$ cat config.mk
export PLATFORM = sky130hd
export DESIGN_NAME = trigger_bookkeeping_table
export DESIGN_NICKNAME = d
export VERILOG_FILES = /design/src/hw/trig_table_pkg.sv /design/src/hw/hamming_codec.sv /design/src/hw/trigger_bookkeeping_table.sv
export VERILOG_INCLUDE_DIRS = /design/src /design/src/hw
export SDC_FILE = /design/constraint.sdc
export NUM_CORES = 1
export LEC_CHECK = 0
export BUFFER_PORTS_ARGS = -buffer_cell sky130_fd_sc_hd__buf_2
export CAP_MARGIN = 20
export CORE_MARGIN = 10
export CORE_UTILIZATION = 40
export DETAILED_ROUTE_END_ITERATION = 8
export PLACE_DENSITY = 0.63
export SYNTH_ARGS = -nofsm -noshare
export SYNTH_HDL_FRONTEND = slang
export SYNTH_SLANG_ARGS = --single-unit
$ cat constraint.sdc
create_clock -name clock -period 3.9 [get_ports clock]
set_input_delay 0.195 -clock clock [delete_from_list [all_inputs] [get_ports clock]]
set_output_delay 0.195 -clock clock [all_outputs]
set_load 0.02 [all_outputs]
$ cat src/hw/trig_table_map.svh
// Constants for the trigger bookkeeping table.
// Assumes inclusion by bare name from the design files.
`ifndef TRIG_TABLE_MAP_SVH
`define TRIG_TABLE_MAP_SVH
`define TT_DEPTH        32
`define TT_IDX_W        5
`define TT_USER_W       5
`define TT_POS_W        2
`define TT_TAG_W        7
`define TT_XING_W       12
`define TT_XING_RESET   12'h000
`define TT_PTR_RESET    6'h00
`define TT_CLOCK_MHZ    40
`endif

$ cat src/hw/trig_table_pkg.sv
// Types for the trigger bookkeeping table.
// Assumes trig_table_map.svh is on the include path.
`include "trig_table_map.svh"
package trig_table_pkg;
  // Trigger request as presented by the decoder; the pads use their own ports
  typedef struct packed {
    logic                   pulse;
    logic [`TT_USER_W-1:0]  userCode;
    logic [`TT_POS_W-1:0]   position;
  } trig_req_s;
  // One row as handed to the data readout
  typedef struct packed {
    logic [`TT_IDX_W-1:0]   rowIndex;
    logic [`TT_TAG_W-1:0]   tag;
    logic [`TT_XING_W-1:0]  crossingIndex;
  } tt_row_s;
endpackage : trig_table_pkg

$ cat src/hw/hamming_codec.sv
// Hamming single-error-correcting encoder and decoder.
// Assumes a plain data word of width DW; purely combinational.
`timescale 1ns/1ps
`default_nettype none
module hamming_codec #(
  parameter int DW = 19,
  parameter int PW = 5
) (
  input  wire logic [DW-1:0]    encIn,
  output logic      [DW+PW-1:0] encOut,
  input  wire logic [DW+PW-1:0] decIn,
  output logic      [DW-1:0]    decOut
);
  localparam int CW = DW + PW;

  // Spread data over non-power-of-two positions, parity on powers of two
  always_comb begin
    logic [CW:1] code;
    logic [CW:1] fixed;
    logic [PW-1:0] syn;
    int d;
    code = '0;
    fixed = '0;
    syn = '0;
    d = 0;
    for (int p = 1; p <= CW; p++) begin
      if ((p & (p - 1)) != 0) begin
        code[p] = encIn[d];
        d++;
      end
    end
    for (int k = 0; k < PW; k++) begin
      for (int p = 1; p <= CW; p++) begin
        if ((p & (1 << k)) != 0 && p != (1 << k)) begin
          code[1 << k] = code[1 << k] ^ code[p];
        end
      end
    end
    encOut = code;
    // Syndrome points at the flipped position, zero when clean
    fixed = decIn;
    for (int p = 1; p <= CW; p++) begin
      if (decIn[p-1]) begin
        syn = syn ^ PW'(p);
      end
    end
    for (int p = 1; p <= CW; p++) begin
      if (syn == PW'(p)) begin
        fixed[p] = ~fixed[p];
      end
    end
    d = 0;
    decOut = '0;
    for (int p = 1; p <= CW; p++) begin
      if ((p & (p - 1)) != 0) begin
        decOut[d] = fixed[p];
        d++;
      end
    end
  end
endmodule : hamming_codec
`default_nettype wire

$ cat src/hw/trigger_bookkeeping_table.sv
// Trigger bookkeeping table: allocates rows per trigger, hands them out FIFO.
// Assumes all inputs come from logic on the crossing clock, except the pads.
`timescale 1ns/1ps
`default_nettype none
`include "trig_table_map.svh"
module trigger_bookkeeping_table #(
  parameter int DEPTH  = `TT_DEPTH,
  parameter int IDX_W  = `TT_IDX_W,
  parameter int XING_W = `TT_XING_W
) (
  input  wire logic                      clock,
  input  wire logic                      rst_n,
  input  wire trig_table_pkg::trig_req_s decoderTrig,
  input  wire logic                      padTrigPulse,
  input  wire logic [`TT_USER_W-1:0]     padUserCode,
  input  wire logic                      decoderBypass,
  input  wire logic                      crossing_counter_reset_cmd,
  input  wire logic                      datapath_reset_cmd,
  output logic                           matrixTrigPulse,
  output logic      [IDX_W-1:0]          matrixTrigId,
  output logic                           rowValid,
  output trig_table_pkg::tt_row_s        rowData,
  input  wire logic                      rowDone,
  output logic                           overflow,
  output logic      [IDX_W:0]            rowCount
);
  localparam int DW = `TT_TAG_W + XING_W;
  localparam int PW = 5;
  localparam int CW = DW + PW;
  localparam int PTR_W = IDX_W + 1;

  // ---------------------------------------------------------------
  // State
  // ---------------------------------------------------------------
  typedef struct packed {
    logic [2:0][PTR_W-1:0]  wrPtr;
    logic [2:0][PTR_W-1:0]  rdPtr;
    logic [2:0][XING_W-1:0] xing;
    logic [1:0]             padSync;
    logic [1:0][`TT_USER_W-1:0] padCodeSync;
    logic                   trigOut;
    logic [IDX_W-1:0]       trigId;
    logic                   ovf;
  } state_s;

  state_s state_reg;
  state_s state_next;
  logic [CW-1:0] mem [DEPTH];

  // ---------------------------------------------------------------
  // Majority voting
  // ---------------------------------------------------------------
  logic [PTR_W-1:0]  wrVote;
  logic [PTR_W-1:0]  rdVote;
  logic [XING_W-1:0] xingVote;

  // Voted copies correct any single upset copy each clock
  assign wrVote   = (state_reg.wrPtr[0] & state_reg.wrPtr[1]) |
                    (state_reg.wrPtr[1] & state_reg.wrPtr[2]) |
                    (state_reg.wrPtr[0] & state_reg.wrPtr[2]);
  assign rdVote   = (state_reg.rdPtr[0] & state_reg.rdPtr[1]) |
                    (state_reg.rdPtr[1] & state_reg.rdPtr[2]) |
                    (state_reg.rdPtr[0] & state_reg.rdPtr[2]);
  assign xingVote = (state_reg.xing[0] & state_reg.xing[1]) |
                    (state_reg.xing[1] & state_reg.xing[2]) |
                    (state_reg.xing[0] & state_reg.xing[2]);

  // ---------------------------------------------------------------
  // Trigger selection and acceptance
  // ---------------------------------------------------------------
  logic                  padRise;
  logic                  trigIn;
  logic [`TT_TAG_W-1:0]  trigTag;
  logic                  isFull;
  logic                  isEmpty;
  logic                  accept;
  logic                  drain;
  logic [CW-1:0]         encWord;
  logic [DW-1:0]         decWord;

  // Pad pulse after two flops; pads carry no position, so it reads zero
  assign padRise = state_reg.padSync[1];
  assign trigIn  = decoderBypass ? padRise : decoderTrig.pulse;
  // Pad code rides the same two flops as the pad pulse, so they stay paired
  assign trigTag = decoderBypass ? {state_reg.padCodeSync[1], `TT_POS_W'(0)}
                                 : {decoderTrig.userCode, decoderTrig.position};
  assign isEmpty = (wrVote == rdVote);
  assign isFull  = (wrVote[IDX_W-1:0] == rdVote[IDX_W-1:0]) &&
                   (wrVote[IDX_W] != rdVote[IDX_W]);
  // A single pulse input means one trigger per clock at most
  assign accept  = trigIn && !isFull && !datapath_reset_cmd;
  assign drain   = rowDone && !isEmpty && !datapath_reset_cmd;

  hamming_codec #(
    .DW (DW),
    .PW (PW)
  ) u_codec (
    .encIn  ({trigTag, xingVote}),
    .encOut (encWord),
    .decIn  (mem[rdVote[IDX_W-1:0]]),
    .decOut (decWord)
  );

  // ---------------------------------------------------------------
  // Next state
  // ---------------------------------------------------------------
  always_comb begin
    state_next = state_reg;
    state_next.padSync = {state_reg.padSync[0], padTrigPulse};
    state_next.padCodeSync = {state_reg.padCodeSync[0], padUserCode};
    state_next.trigOut = accept;
    state_next.trigId  = wrVote[IDX_W-1:0];
    for (int i = 0; i < 3; i++) begin
      // Wrap is natural binary rollover
      state_next.xing[i] = crossing_counter_reset_cmd ? XING_W'(0)
                                                      : xingVote + XING_W'(1);
      state_next.wrPtr[i] = accept ? wrVote + PTR_W'(1) : wrVote;
      state_next.rdPtr[i] = drain ? rdVote + PTR_W'(1) : rdVote;
    end
    if (trigIn && isFull) begin
      state_next.ovf = 1'b1;
    end
    if (datapath_reset_cmd) begin
      state_next.wrPtr = '0;
      state_next.rdPtr = '0;
      state_next.ovf   = 1'b0;
      state_next.trigOut = 1'b0;
    end
  end

  // Register the whole state
  always_ff @(posedge clock or negedge rst_n) begin
    if (!rst_n) begin
      state_reg <= '0;
    end else begin
      state_reg <= state_next;
    end
  end

  // ---------------------------------------------------------------
  // Table storage
  // ---------------------------------------------------------------
  // Rows kept in plain flops; a row is zeroed when it is read out
  generate
    for (genvar g = 0; g < DEPTH; g++) begin : g_row
      always_ff @(posedge clock or negedge rst_n) begin
        if (!rst_n) begin
          mem[g] <= '0;
        end else if (datapath_reset_cmd) begin
          mem[g] <= '0;
        end else if (accept && wrVote[IDX_W-1:0] == IDX_W'(g)) begin
          mem[g] <= encWord;
        end else if (drain && rdVote[IDX_W-1:0] == IDX_W'(g)) begin
          mem[g] <= '0;
        end
      end
    end
  endgenerate

  // ---------------------------------------------------------------
  // Outputs
  // ---------------------------------------------------------------
  assign matrixTrigPulse        = state_reg.trigOut;
  assign matrixTrigId           = state_reg.trigId;
  assign rowValid               = !isEmpty;
  assign rowData.rowIndex       = rdVote[IDX_W-1:0];
  assign rowData.tag            = decWord[DW-1:XING_W];
  assign rowData.crossingIndex  = decWord[XING_W-1:0];
  assign overflow               = state_reg.ovf;
  assign rowCount               = wrVote - rdVote;
endmodule : trigger_bookkeeping_table
`default_nettype wire

==> flow_results.org, run 1 <==
** Floorplanning
- The die is 326 um wide.
- During I/O placement, the number of pins put on the boundary was 58.
- Num rows :: between 100 and 150
- Measured along the y axis, the die boundary spans 326 um.
- The die covers 106,000 um^2.
- The floorplan step defined a core boundary enclosing 93,000 um^2.
- Once the floorplan was initialized, standard cells occupied 40.2% of the core.

** Synth
- Synthesis produced a netlist whose cell count is 2,869.
- Share of flip-flops with an asynchronous set or reset after synthesis :: 100%
- Sequential cell area fraction in the yosys report :: 54.2%
- Synthesized flop and latch total :: 811
- By area, the combinational part of the netlist is dominated by compound AO/OA/AOI/OAI gates.
- Fraction of the mapped netlist area in compound gates :: 21.8%
- Synth Area in Simple Gates :: 3.95%
- Synthesized area per cell :: 13.1 um^2
- The number of nets in the synthesized netlist is 2,910.
- Summing the areas of all xor and xnor instances in the mapped netlist gives 2.70% of the synthesized area.
- Number of warnings printed during yosys synthesis :: 0
- In the synthesized netlist the dominant register cell turns out to be sky130_fd_sc_hd__dfrtp_1.
- Counting distinct cell types in the post-synthesis netlist gives 74.
- The synthesized netlist devotes less than 1% of its cell area to adder and majority cells.
- Multiplexer share of the synthesized area :: 12.6%
- Counting flops with a built-in enable in the synthesized netlist gives 0.
- Summing every instance area after synthesis gives between 30,000 and 40,000 um^2.

** Worst setup path
- STA classifies the critical path endpoint as an output pin.
- Arrival time reported for the critical path endpoint :: about 5 ns
- Startpoint Class :: flip-flop
- Reg-to-Reg Start :: state_reg[58]$_DFFE_PN0P_
- The setup path with the least slack is of type reg2out.
- At the worst endpoint, the required time is 3.70 ns.
- Crit. Startpoint :: state_reg[55]$_DFFE_PN0P_
- Along the worst path, the maximum fanout reaches 7.

** Route
- In the routed layout, each cell is associated on average with a via count of 6.48.
- For this run, the detailed router's first-pass iteration total came to 5.
- DRT antenna net count :: 0
- Average detailed-routed wire length per instance :: 30.8 um
- In the routed design, unresolved DRC markers number 0.
- For this block, the via count after detailed routing is 29,400.
- DRT Wirelength :: 140,000 um
- DRC violation total after the first TritonRoute iteration :: 3,615

** CTS
- At the later pin of the worst-skew pair, clock insertion delay measures approximately 0.66 ns.
- TritonCTS Buffers :: 88
- TritonCTS built the clock tree.
- Clock tree synthesis found a total of 811 sinks.
- Clock-pin slew reported for the worst setup and hold paths after clock tree synthesis :: 0.06 ns
- The H-tree generated during clock tree synthesis spans 3 levels.
- Buffer cell driving the clock tree root :: sky130_fd_sc_hd__clkbuf_16
- The clock passes through at most 3 buffers.

** Power
- In this run the static leakage power is 21.1 nW.
- Highest ir drop seen on vdd :: 0.000752 V
- Dividing total power by cell area gives a power density of around 600 nW/um^2.

** Layout
- The register with the most flip-flops in the layout has ~770 of them.
- Filler cells :: 7,864
- Total inserted antenna cells :: 0
- In the final layout, the multi-input gates occupy 17,000 um^2.
- Of the cells placed in the final design, the portion with a size suffix greater than 1 is 30.9%.
- Fin area :: between 40,000 and 50,000 um^2
- Count of placed standard cells in the final layout, fillers left out :: 4,539
- In the final layout, flip-flops and latches occupy 20,300 um^2.
- Nets@finish :: 3,257
- The area growth from synthesis to layout is 26.0%.
- Post-Route Utilization :: between 50% and 60%

** Placed design
- Detailed-placement wirelength estimate :: 92,800 um
- Total placed instance area :: approximately 43,000 um^2
- Placed Cells incl. Taps :: about 4,300
- OpenSTA, run right after detailed placement, puts the worst setup slack at -0.718 ns.
- During placement, the flow inserted port buffers numbering 57.
- At the end of routability-driven placement, the weighted congestion stood at roughly 0.96.

** GRT
- The number of antenna violations at the first check in global routing is 1.
- The first global-routing pass estimated between 200,000 and 250,000 um of wire.
- The number of global-route vias before repair was 30,300.
- Total track usage :: 25.6%
- GRT overflow :: 0
- Entering global routing, the biggest net connects between 100 and 150 pins.

** Worst hold path
- Worst hold-check path type :: in2reg
- Min-delay src :: decoderTrig[2]

** Flow run
- Maxcap violations :: 0

** Run status
- The final reports fail on negative setup slack.
- Run status :: finished with violations

** Timing
- Setup violation total in the final timing report :: 19
- Of the available clock period, the critical path in the final layout requires 131%.
- Worst setup slack after layout :: -1.21 ns
- Setup repair after global routing could not meet its margin everywhere.
- Max Clock Freq :: 196 MHz
- Transition at the pin with the smallest max-transition slack :: 1.06 ns
- Measured against its own limit, the worst slew margin works out to 29.1%.
- Number of pins with negative max-slew slack in the final report :: 0
- Number of endpoints with negative hold slack in the final report :: 0
- Worst hold slack after final layout :: 0.0906 ns
- Counting I/O delays and the setup requirement, the final critical path takes 5.11 ns.
- Post-Route Skew :: 0.0337 ns
-- critical path, stage by stage, from the launching register on --
cell and delay (ns):
sky130_fd_sc_hd__dfrtp_4 0.47, sky130_fd_sc_hd__buf_8 0.15, sky130_fd_sc_hd__buf_12 0.16, sky130_fd_sc_hd__mux4_2 0.51
sky130_fd_sc_hd__mux2_4 0.32, sky130_fd_sc_hd__a221o_1 0.32, sky130_fd_sc_hd__a211o_1 0.32, sky130_fd_sc_hd__buf_4 0.15
sky130_fd_sc_hd__a21o_1 0.19, sky130_fd_sc_hd__a211oi_2 0.30, sky130_fd_sc_hd__a211oi_4 0.08, sky130_fd_sc_hd__buf_12 0.16
sky130_fd_sc_hd__buf_4 0.13, sky130_fd_sc_hd__nor4_4 0.37, sky130_fd_sc_hd__o211ai_1 0.22, sky130_fd_sc_hd__mux2i_2 0.21
sky130_fd_sc_hd__buf_2 0.19
-- per-layer routing --
| layer | global-route usage (%) | share of wire [%] |
|---|---|---|
| met5 | 0 | 0 |
| met4 | 11.8 | 4.8 |
| met3 | 6.85 | 10 |
| met2 | 39.3 | 46 |
| met1 | 33.5 | 39 |
-- power breakdown --
| group | leakage (nW) | internal [mW] | switching (mW) |
|---|---|---|---|
| logic | 8.42 | 5.01 | 6.20 |
| clock network | 1.42 | 4.89 | 3.54 |
| registers | 11.3 | 8.49 | 0.0706 |
-- final timing paths --
check,end,slack [ns],depth (start not counted)
worst max-delay path,rowData[18],-1.21,16
worst min-delay path,mem[91]$_DFFE_PN0P_,0.09,4
worst max register to register,mem[488]$_DFFE_PN0P_,0.06,16
worst min register to register,state_reg[14]$_DFF_PN0_,0.35,0
max in group asynchronous,mem[647]$_DFFE_PN0P_,2.51,3
min in group asynchronous,state_next[12]$_DFF_PN0_,0.15,2
-- layout by cell type, fill, tap and decap left out, types with 9 or more instances in the layout --
master	instances
sky130_fd_sc_hd__mux2_2	28
sky130_fd_sc_hd__buf_2	37
sky130_fd_sc_hd__mux4_2	130
sky130_fd_sc_hd__nand3_1	22
sky130_fd_sc_hd__o211ai_1	11
sky130_fd_sc_hd__clkbuf_8	23
sky130_fd_sc_hd__a311oi_4	15
sky130_fd_sc_hd__xor2_1	28
sky130_fd_sc_hd__dlygate4sd3_1	9
sky130_fd_sc_hd__nor3_1	11
sky130_fd_sc_hd__a21oi_1	18
sky130_fd_sc_hd__a2111oi_4	17
sky130_fd_sc_hd__ha_1	20
sky130_fd_sc_hd__xnor2_2	14
sky130_fd_sc_hd__clkinv_2	12
sky130_fd_sc_hd__a211oi_4	19
sky130_fd_sc_hd__clkbuf_16	90
sky130_fd_sc_hd__clkbuf_1	21
sky130_fd_sc_hd__a22oi_1	11
sky130_fd_sc_hd__nor2b_1	14
sky130_fd_sc_hd__mux2i_1	135
sky130_fd_sc_hd__nand2_1	156
sky130_fd_sc_hd__buf_12	84
sky130_fd_sc_hd__buf_4	399
sky130_fd_sc_hd__dfrtp_1	808
sky130_fd_sc_hd__nor2_1	50
sky130_fd_sc_hd__o21ai_0	103
sky130_fd_sc_hd__a22o_1	679
sky130_fd_sc_hd__inv_1	11
sky130_fd_sc_hd__xnor2_1	44
sky130_fd_sc_hd__buf_6	18
sky130_fd_sc_hd__o22ai_1	37
sky130_fd_sc_hd__nor2_2	20
-- cells in the mapped netlist (all sizes together) (8+ instances only) --
library cell | instances | area [um^2]
dfrtp | 811 | 20300
a22o | 679 | 5950
clkbuf | 222 | 833
nand2 | 157 | 589
mux2i | 141 | 1420
mux4 | 130 | 2930
o21ai | 107 | 536
buf | 78 | 637
nor2 | 70 | 263
xnor2 | 60 | 533
o22ai | 45 | 282
xor2 | 36 | 315
a211oi | 34 | 288
mux2 | 33 | 372
nand3 | 23 | 115
a21oi | 21 | 105
a2111oi | 20 | 246
ha | 20 | 250
nor2b | 16 | 100
nor3 | 16 | 100
a311oi | 15 | 131
o211ai | 14 | 120
inv | 13 | 48.8
a22oi | 12 | 90.1
and2 | 9 | 56.3
and3 | 8 | 50.1
-- area by class of cell --
cell class / instances / area share, %
flip-flops and latches: 811 / 43.0
multi-input cells: 1745 / 35.9
repair buffers: 557 / 11.4
clock buffers: 134 / 5.61
well taps: 1254 / 3.32
clock inverters: 25 / 0.567
inverters: 13 / 0.103
-- through the flow --
step                      setup TNS [ns]  power, mW
final                             -21.34       28.2
after global routing              -23.58       29.1
after CTS                         -20.21       27.5
after detailed placement          -12.60       17.0
after global placement            -10.81       16.8
after floorplan                    -3.05       13.7
-- what timing repair did --
item	4_1_cts	5_1_grt
hold buffers	9	0
resized for setup	110	44
endpoints found under the setup margin	69	254
buffers inserted	33	24
cloned	5	0
pin swaps	32	38
endpoints found under the hold margin	113	0
-- kinds of logic after synthesis --
logic type	Yosys count
simple gates	327
xor+xnor	103
compound gates	990
flops	811
mux	304
fa+ha+maj	21
buf+inv	313
(Power assumes the default switching activity.)
==> run 2, diff against run 1 <==
--- a/config.mk
+++ b/config.mk
@@ -8,7 +8,7 @@
 export LEC_CHECK = 0
 export BUFFER_PORTS_ARGS = -buffer_cell sky130_fd_sc_hd__buf_2
 export CAP_MARGIN = 20
-export CORE_MARGIN = 10
+export CORE_MARGIN = 4
 export CORE_UTILIZATION = 40
 export DETAILED_ROUTE_END_ITERATION = 8
 export PLACE_DENSITY = 0.63
==> run 2 against run 1 <==
Net effect: the flow still finishes with violations (negative setup slack); worst setup slack got worse by 0.011 ns; clock-buffer cell count fell by 12; die area fell by 7.2%; critical path depth rose by 2; sequential power barely moved; largest power group unchanged; final area fell by 1.6%; register-to-register slack improved by 0.11 ns; via count fell by 0.68%; power fell by 2.0%; maximum frequency fell by 0.21%; clock power rose by 2%.
==> flow_results.org, run 2 (synthesis results as in run 1) <==
** Route
- The detailed-route DRC error count came to 0 (unchanged).
- The post-detailed-route wirelength per cell was 30.5 um (was 30.8 um).
- The total via count in the routed design is 29,200 (was 29,400).
- The per-cell via count in the routed design came to 6.50 (was 6.48).
- First drt pass iteration count :: 6 (was 5)
- The total detailed-routing wirelength came to 137,000 um (was 140,000 um).
- The remaining number of nets flagged by the antenna check after routing came to 0 (unchanged).
- DRC violation total after the first TritonRoute iteration :: 3,373 (was 3,615)

** Layout
- Commonest cells after routing, fill and taps aside: 808 x sky130_fd_sc_hd__dfrtp_1, 679 x sky130_fd_sc_hd__a22o_1, 393 x sky130_fd_sc_hd__buf_4 (was 808 x sky130_fd_sc_hd__dfrtp_1, 679 x sky130_fd_sc_hd__a22o_1, 399 x sky130_fd_sc_hd__buf_4).
- Filler cells :: 7,822 (was 7,864)
- The number of nets at the end of the flow was 3,222 (was 3,257).
- Fraction of layout cells with a size suffix above 1 :: 29.8% (was 30.9%)
- The area of the multi-input gates was 16,800 um^2 (was 17,000 um^2).
- The non-filler instance count after layout is 4,492 (was 4,539).
- Area occupied by registers :: 20,300 um^2 (unchanged)
- The total inserted antenna cells was 0 (unchanged).
- Leading cell type in the layout, fill and taps excluded :: sky130_fd_sc_hd__dfrtp_1 (unchanged)
- The area added between synthesis and finish is 24.0% (was 26.0%).
- Max FFs per register :: 768 (unchanged)
- The fraction of the core area covered by cells at the end of the flow was 50.3% (was 50.7%).

** Worst hold path
- The capture endpoint of the worst hold path was mem[19]$_DFFE_PN0P_ (was mem[91]$_DFFE_PN0P_).
- Min-delay src :: decoderTrig[2] (unchanged)
- Worst hold-check path type :: in2reg (unchanged)
- Number of cells on the worst hold path :: 4 (unchanged)

** Worst setup path
- The worst setup path category was reg2out (unchanged).
- The start of the worst register-to-register path was state_reg[58]$_DFFE_PN0P_ (unchanged).
- The count of cells along the worst register-to-register path is 16 (unchanged).
- The minimum setup slack among reg-to-reg paths was 0.17 ns (was 0.06 ns).
- Arrival time reported for the critical path endpoint :: 4.92 ns (was 4.91 ns)
- Startpoint Class :: flip-flop (unchanged)
- Category of the worst setup path capture point :: output pin (unchanged)
- Required arrival time at the worst endpoint :: 3.70 ns (about the same)
- Highest fanout seen on the critical path :: 6 (was 7)
- The capture instance of the worst register-to-register path is mem[593]$_DFFE_PN0P_ (was mem[488]$_DFFE_PN0P_).

** Power
- Power, Total :: 27.6 mW (was 28.2 mW)
- The worst vdd rail ir drop was 0.000697 V (was 0.000752 V).
- The total power per unit cell area was 595 nW/um^2 (was 597 nW/um^2).
- Reported leakage power :: 20.8 nW (was 21.1 nW)

** CTS
- Buffer cell driving the clock tree root :: sky130_fd_sc_hd__clkbuf_16 (unchanged)
- The largest buffer count on any clock path is 3 (unchanged).
- The number of clock sinks seen by CTS is 811 (unchanged).
- TritonCTS Buffers :: 86 (was 88)
- H-tree depth :: 3 (unchanged)
- Clock-pin slew reported for the worst setup and hold paths after clock tree synthesis :: 0.06 ns (about the same)
- The clock network latency to the later pin of the worst-skew pair was 0.66 ns (about the same).
- Clock tree from TritonCTS :: yes (unchanged)

** Placed design
- Placer congestion estimate :: 0.966 (was 0.959)
- The post-placement setup slack came to -0.887 ns (was -0.718 ns).
- The number of port buffers came to 57 (unchanged).
- Detailed-placement wirelength estimate :: 89,900 um (was 92,800 um)
- The number of instances in the placed design was 4,279 (was 4,309).

** Timing
- The transition at the pin with the smallest max-transition slack is 0.994 ns (was 1.06 ns).
- Number of pins with negative max-slew slack in the final report :: 0 (unchanged)
- Worst setup slack after layout :: -1.22 ns (was -1.21 ns)
- Worst slew margin relative to its limit :: 33.6% (was 29.1%)
- Setup repair after global routing missed its margin :: true (unchanged)
- Max Clock Freq :: 195 MHz (was 196 MHz)
- The post-route clock period utilization was 131% (about the same).
- The count of endpoints failing hold in the final timing report is 0 (unchanged).
- The time the worst path needs with I/O delays and setup came to 5.12 ns (was 5.11 ns).
- Total negative slack :: -22.32 ns (was -21.34 ns)
- Post-Route Skew :: 0.0288 ns (was 0.0337 ns)
- Setup violation total in the final timing report :: 19 (unchanged)

** GRT
- Maximum number of pins on one net before global-route repair :: 118 (was 104)
- The number of global-route vias before repair is 30,500 (was 30,300).
- The first-pass GRT wire length is 204,000 um (was 207,000 um).
- Total track usage :: 27.5% (was 25.6%)
- Initial antenna violation count :: 2 (was 1)
- The total congestion overflow was 0 (unchanged).

** Floorplanning
- Total core area :: 92,200 um^2 (was 93,000 um^2)
- Area of the die :: 98,600 um^2 (was 106,000 um^2)
- The number of ports placed on the die boundary was 58 (unchanged).
- Num rows :: 111 (was 112)
- The initial standard-cell utilization of the core came to 40.6% (was 40.2%).
- Die Span Y :: 314 um (was 326 um)
- The x dimension of the die came to 314 um (was 326 um).

** Flow run
- The number of max-capacitance violations reported came to 0 (unchanged).

** Run status
- Failing checks :: negative setup slack (unchanged)
- Run status :: finished with violations (unchanged)
[run 2: cell count changes in the layout (fill, tap and decap cells not counted), moves of 5 or more]
| cell | before | now |
|---|---|---|
| sky130_fd_sc_hd__clkinv_2 | 12 | 19 |
| sky130_fd_sc_hd__buf_12 | 84 | 47 |
| sky130_fd_sc_hd__buf_8 | 4 | 11 |
| sky130_fd_sc_hd__bufinv_16 | 3 | 8 |
| sky130_fd_sc_hd__clkbuf_1 | 21 | 13 |
| sky130_fd_sc_hd__xnor2_1 | 44 | 49 |
| sky130_fd_sc_hd__buf_4 | 399 | 393 |
[run 2: where the power goes]
group	total, mW	switching (mW)	internal (mW)
Clock	8.59	3.50	5.09
Sequential	8.56	0.0736	8.49
Combinational	10.5	5.87	4.61
Total	27.6	9.44	18.2
[run 2: repair_timing]
action	4_1_cts	5_1_grt
hold buffers	9	0
setup buffers	26	20
gates resized for setup	82	55
pin swaps	38	47
cloned	3	1
hold endpoints to repair	115	0
endpoints found under the setup margin	19	245
[run 2: critical path, cell delays in order, from the launching register on]
cell and delay [ns]:
sky130_fd_sc_hd__dfrtp_4 0.52, sky130_fd_sc_hd__buf_12 0.16, sky130_fd_sc_hd__buf_8 0.13, sky130_fd_sc_hd__buf_8 0.12
sky130_fd_sc_hd__mux4_2 0.49, sky130_fd_sc_hd__mux2_4 0.31, sky130_fd_sc_hd__a221oi_4 0.31, sky130_fd_sc_hd__buf_6 0.16
sky130_fd_sc_hd__o211ai_1 0.18, sky130_fd_sc_hd__and3_4 0.25, sky130_fd_sc_hd__a211oi_2 0.26, sky130_fd_sc_hd__a211oi_2 0.06
sky130_fd_sc_hd__buf_4 0.17, sky130_fd_sc_hd__buf_4 0.14, sky130_fd_sc_hd__nor4_1 0.30, sky130_fd_sc_hd__buf_4 0.18
sky130_fd_sc_hd__o2111ai_1 0.16, sky130_fd_sc_hd__xor2_1 0.18, sky130_fd_sc_hd__buf_4 0.17
[run 2: through the flow]
| step | hold WS (ns) | instance area (um^2) |
|---|---|---|
| floorplan | -0.101 | 37600 |
| global placement | 0.305 | 42100 |
| detailed placement | 0.305 | 42100 |
| CTS | 0.0608 | 46000 |
| global route | 0.112 | 46400 |
| finish | 0.0757 | 46400 |
[run 2: how the worst max path moves through the flow]
stage / startpoint / to / slack (ns) / cells past startpoint
after detailed placement: state_reg[55]$_DFFE_PN0P_ / rowData[14] / -0.89 / 17
after global routing: state_reg[55]$_DFFE_PN0P_ / rowData[1] / -1.35 / 17
final: state_reg[55]$_DFFE_PN0P_ / rowData[14] / -1.22 / 18
after floorplan: state_reg[55]$_DFFE_PN0P_ / rowData[1] / -0.22 / 12
after CTS: state_reg[55]$_DFFE_PN0P_ / rowData[13] / -1.21 / 17
after global placement: state_reg[55]$_DFFE_PN0P_ / rowData[8] / -0.84 / 16
[run 2: final cells by class]
| type | count | share of cell area [%] |
|---|---|---|
| inverter | 13 | 0.105 |
| tap | 1243 | 3.35 |
| timing repair buffer | 524 | 10.2 |
| clock inverter | 34 | 0.903 |
| clock buffer | 122 | 5.50 |
| multi-input combinational | 1745 | 36.2 |
| sequential | 811 | 43.7 |
[run 2: routing by layer]
layer / track usage (%) / part of all wire (%) / vias to the layer above
met5: 0 / 0.089 / -
met3: 7.03 / 10 / 407
li1: - / - / 11700
met2: 42.1 / 45 / 1764
met4: 13.5 / 5.3 / 6
met1: 36.7 / 40 / 15400
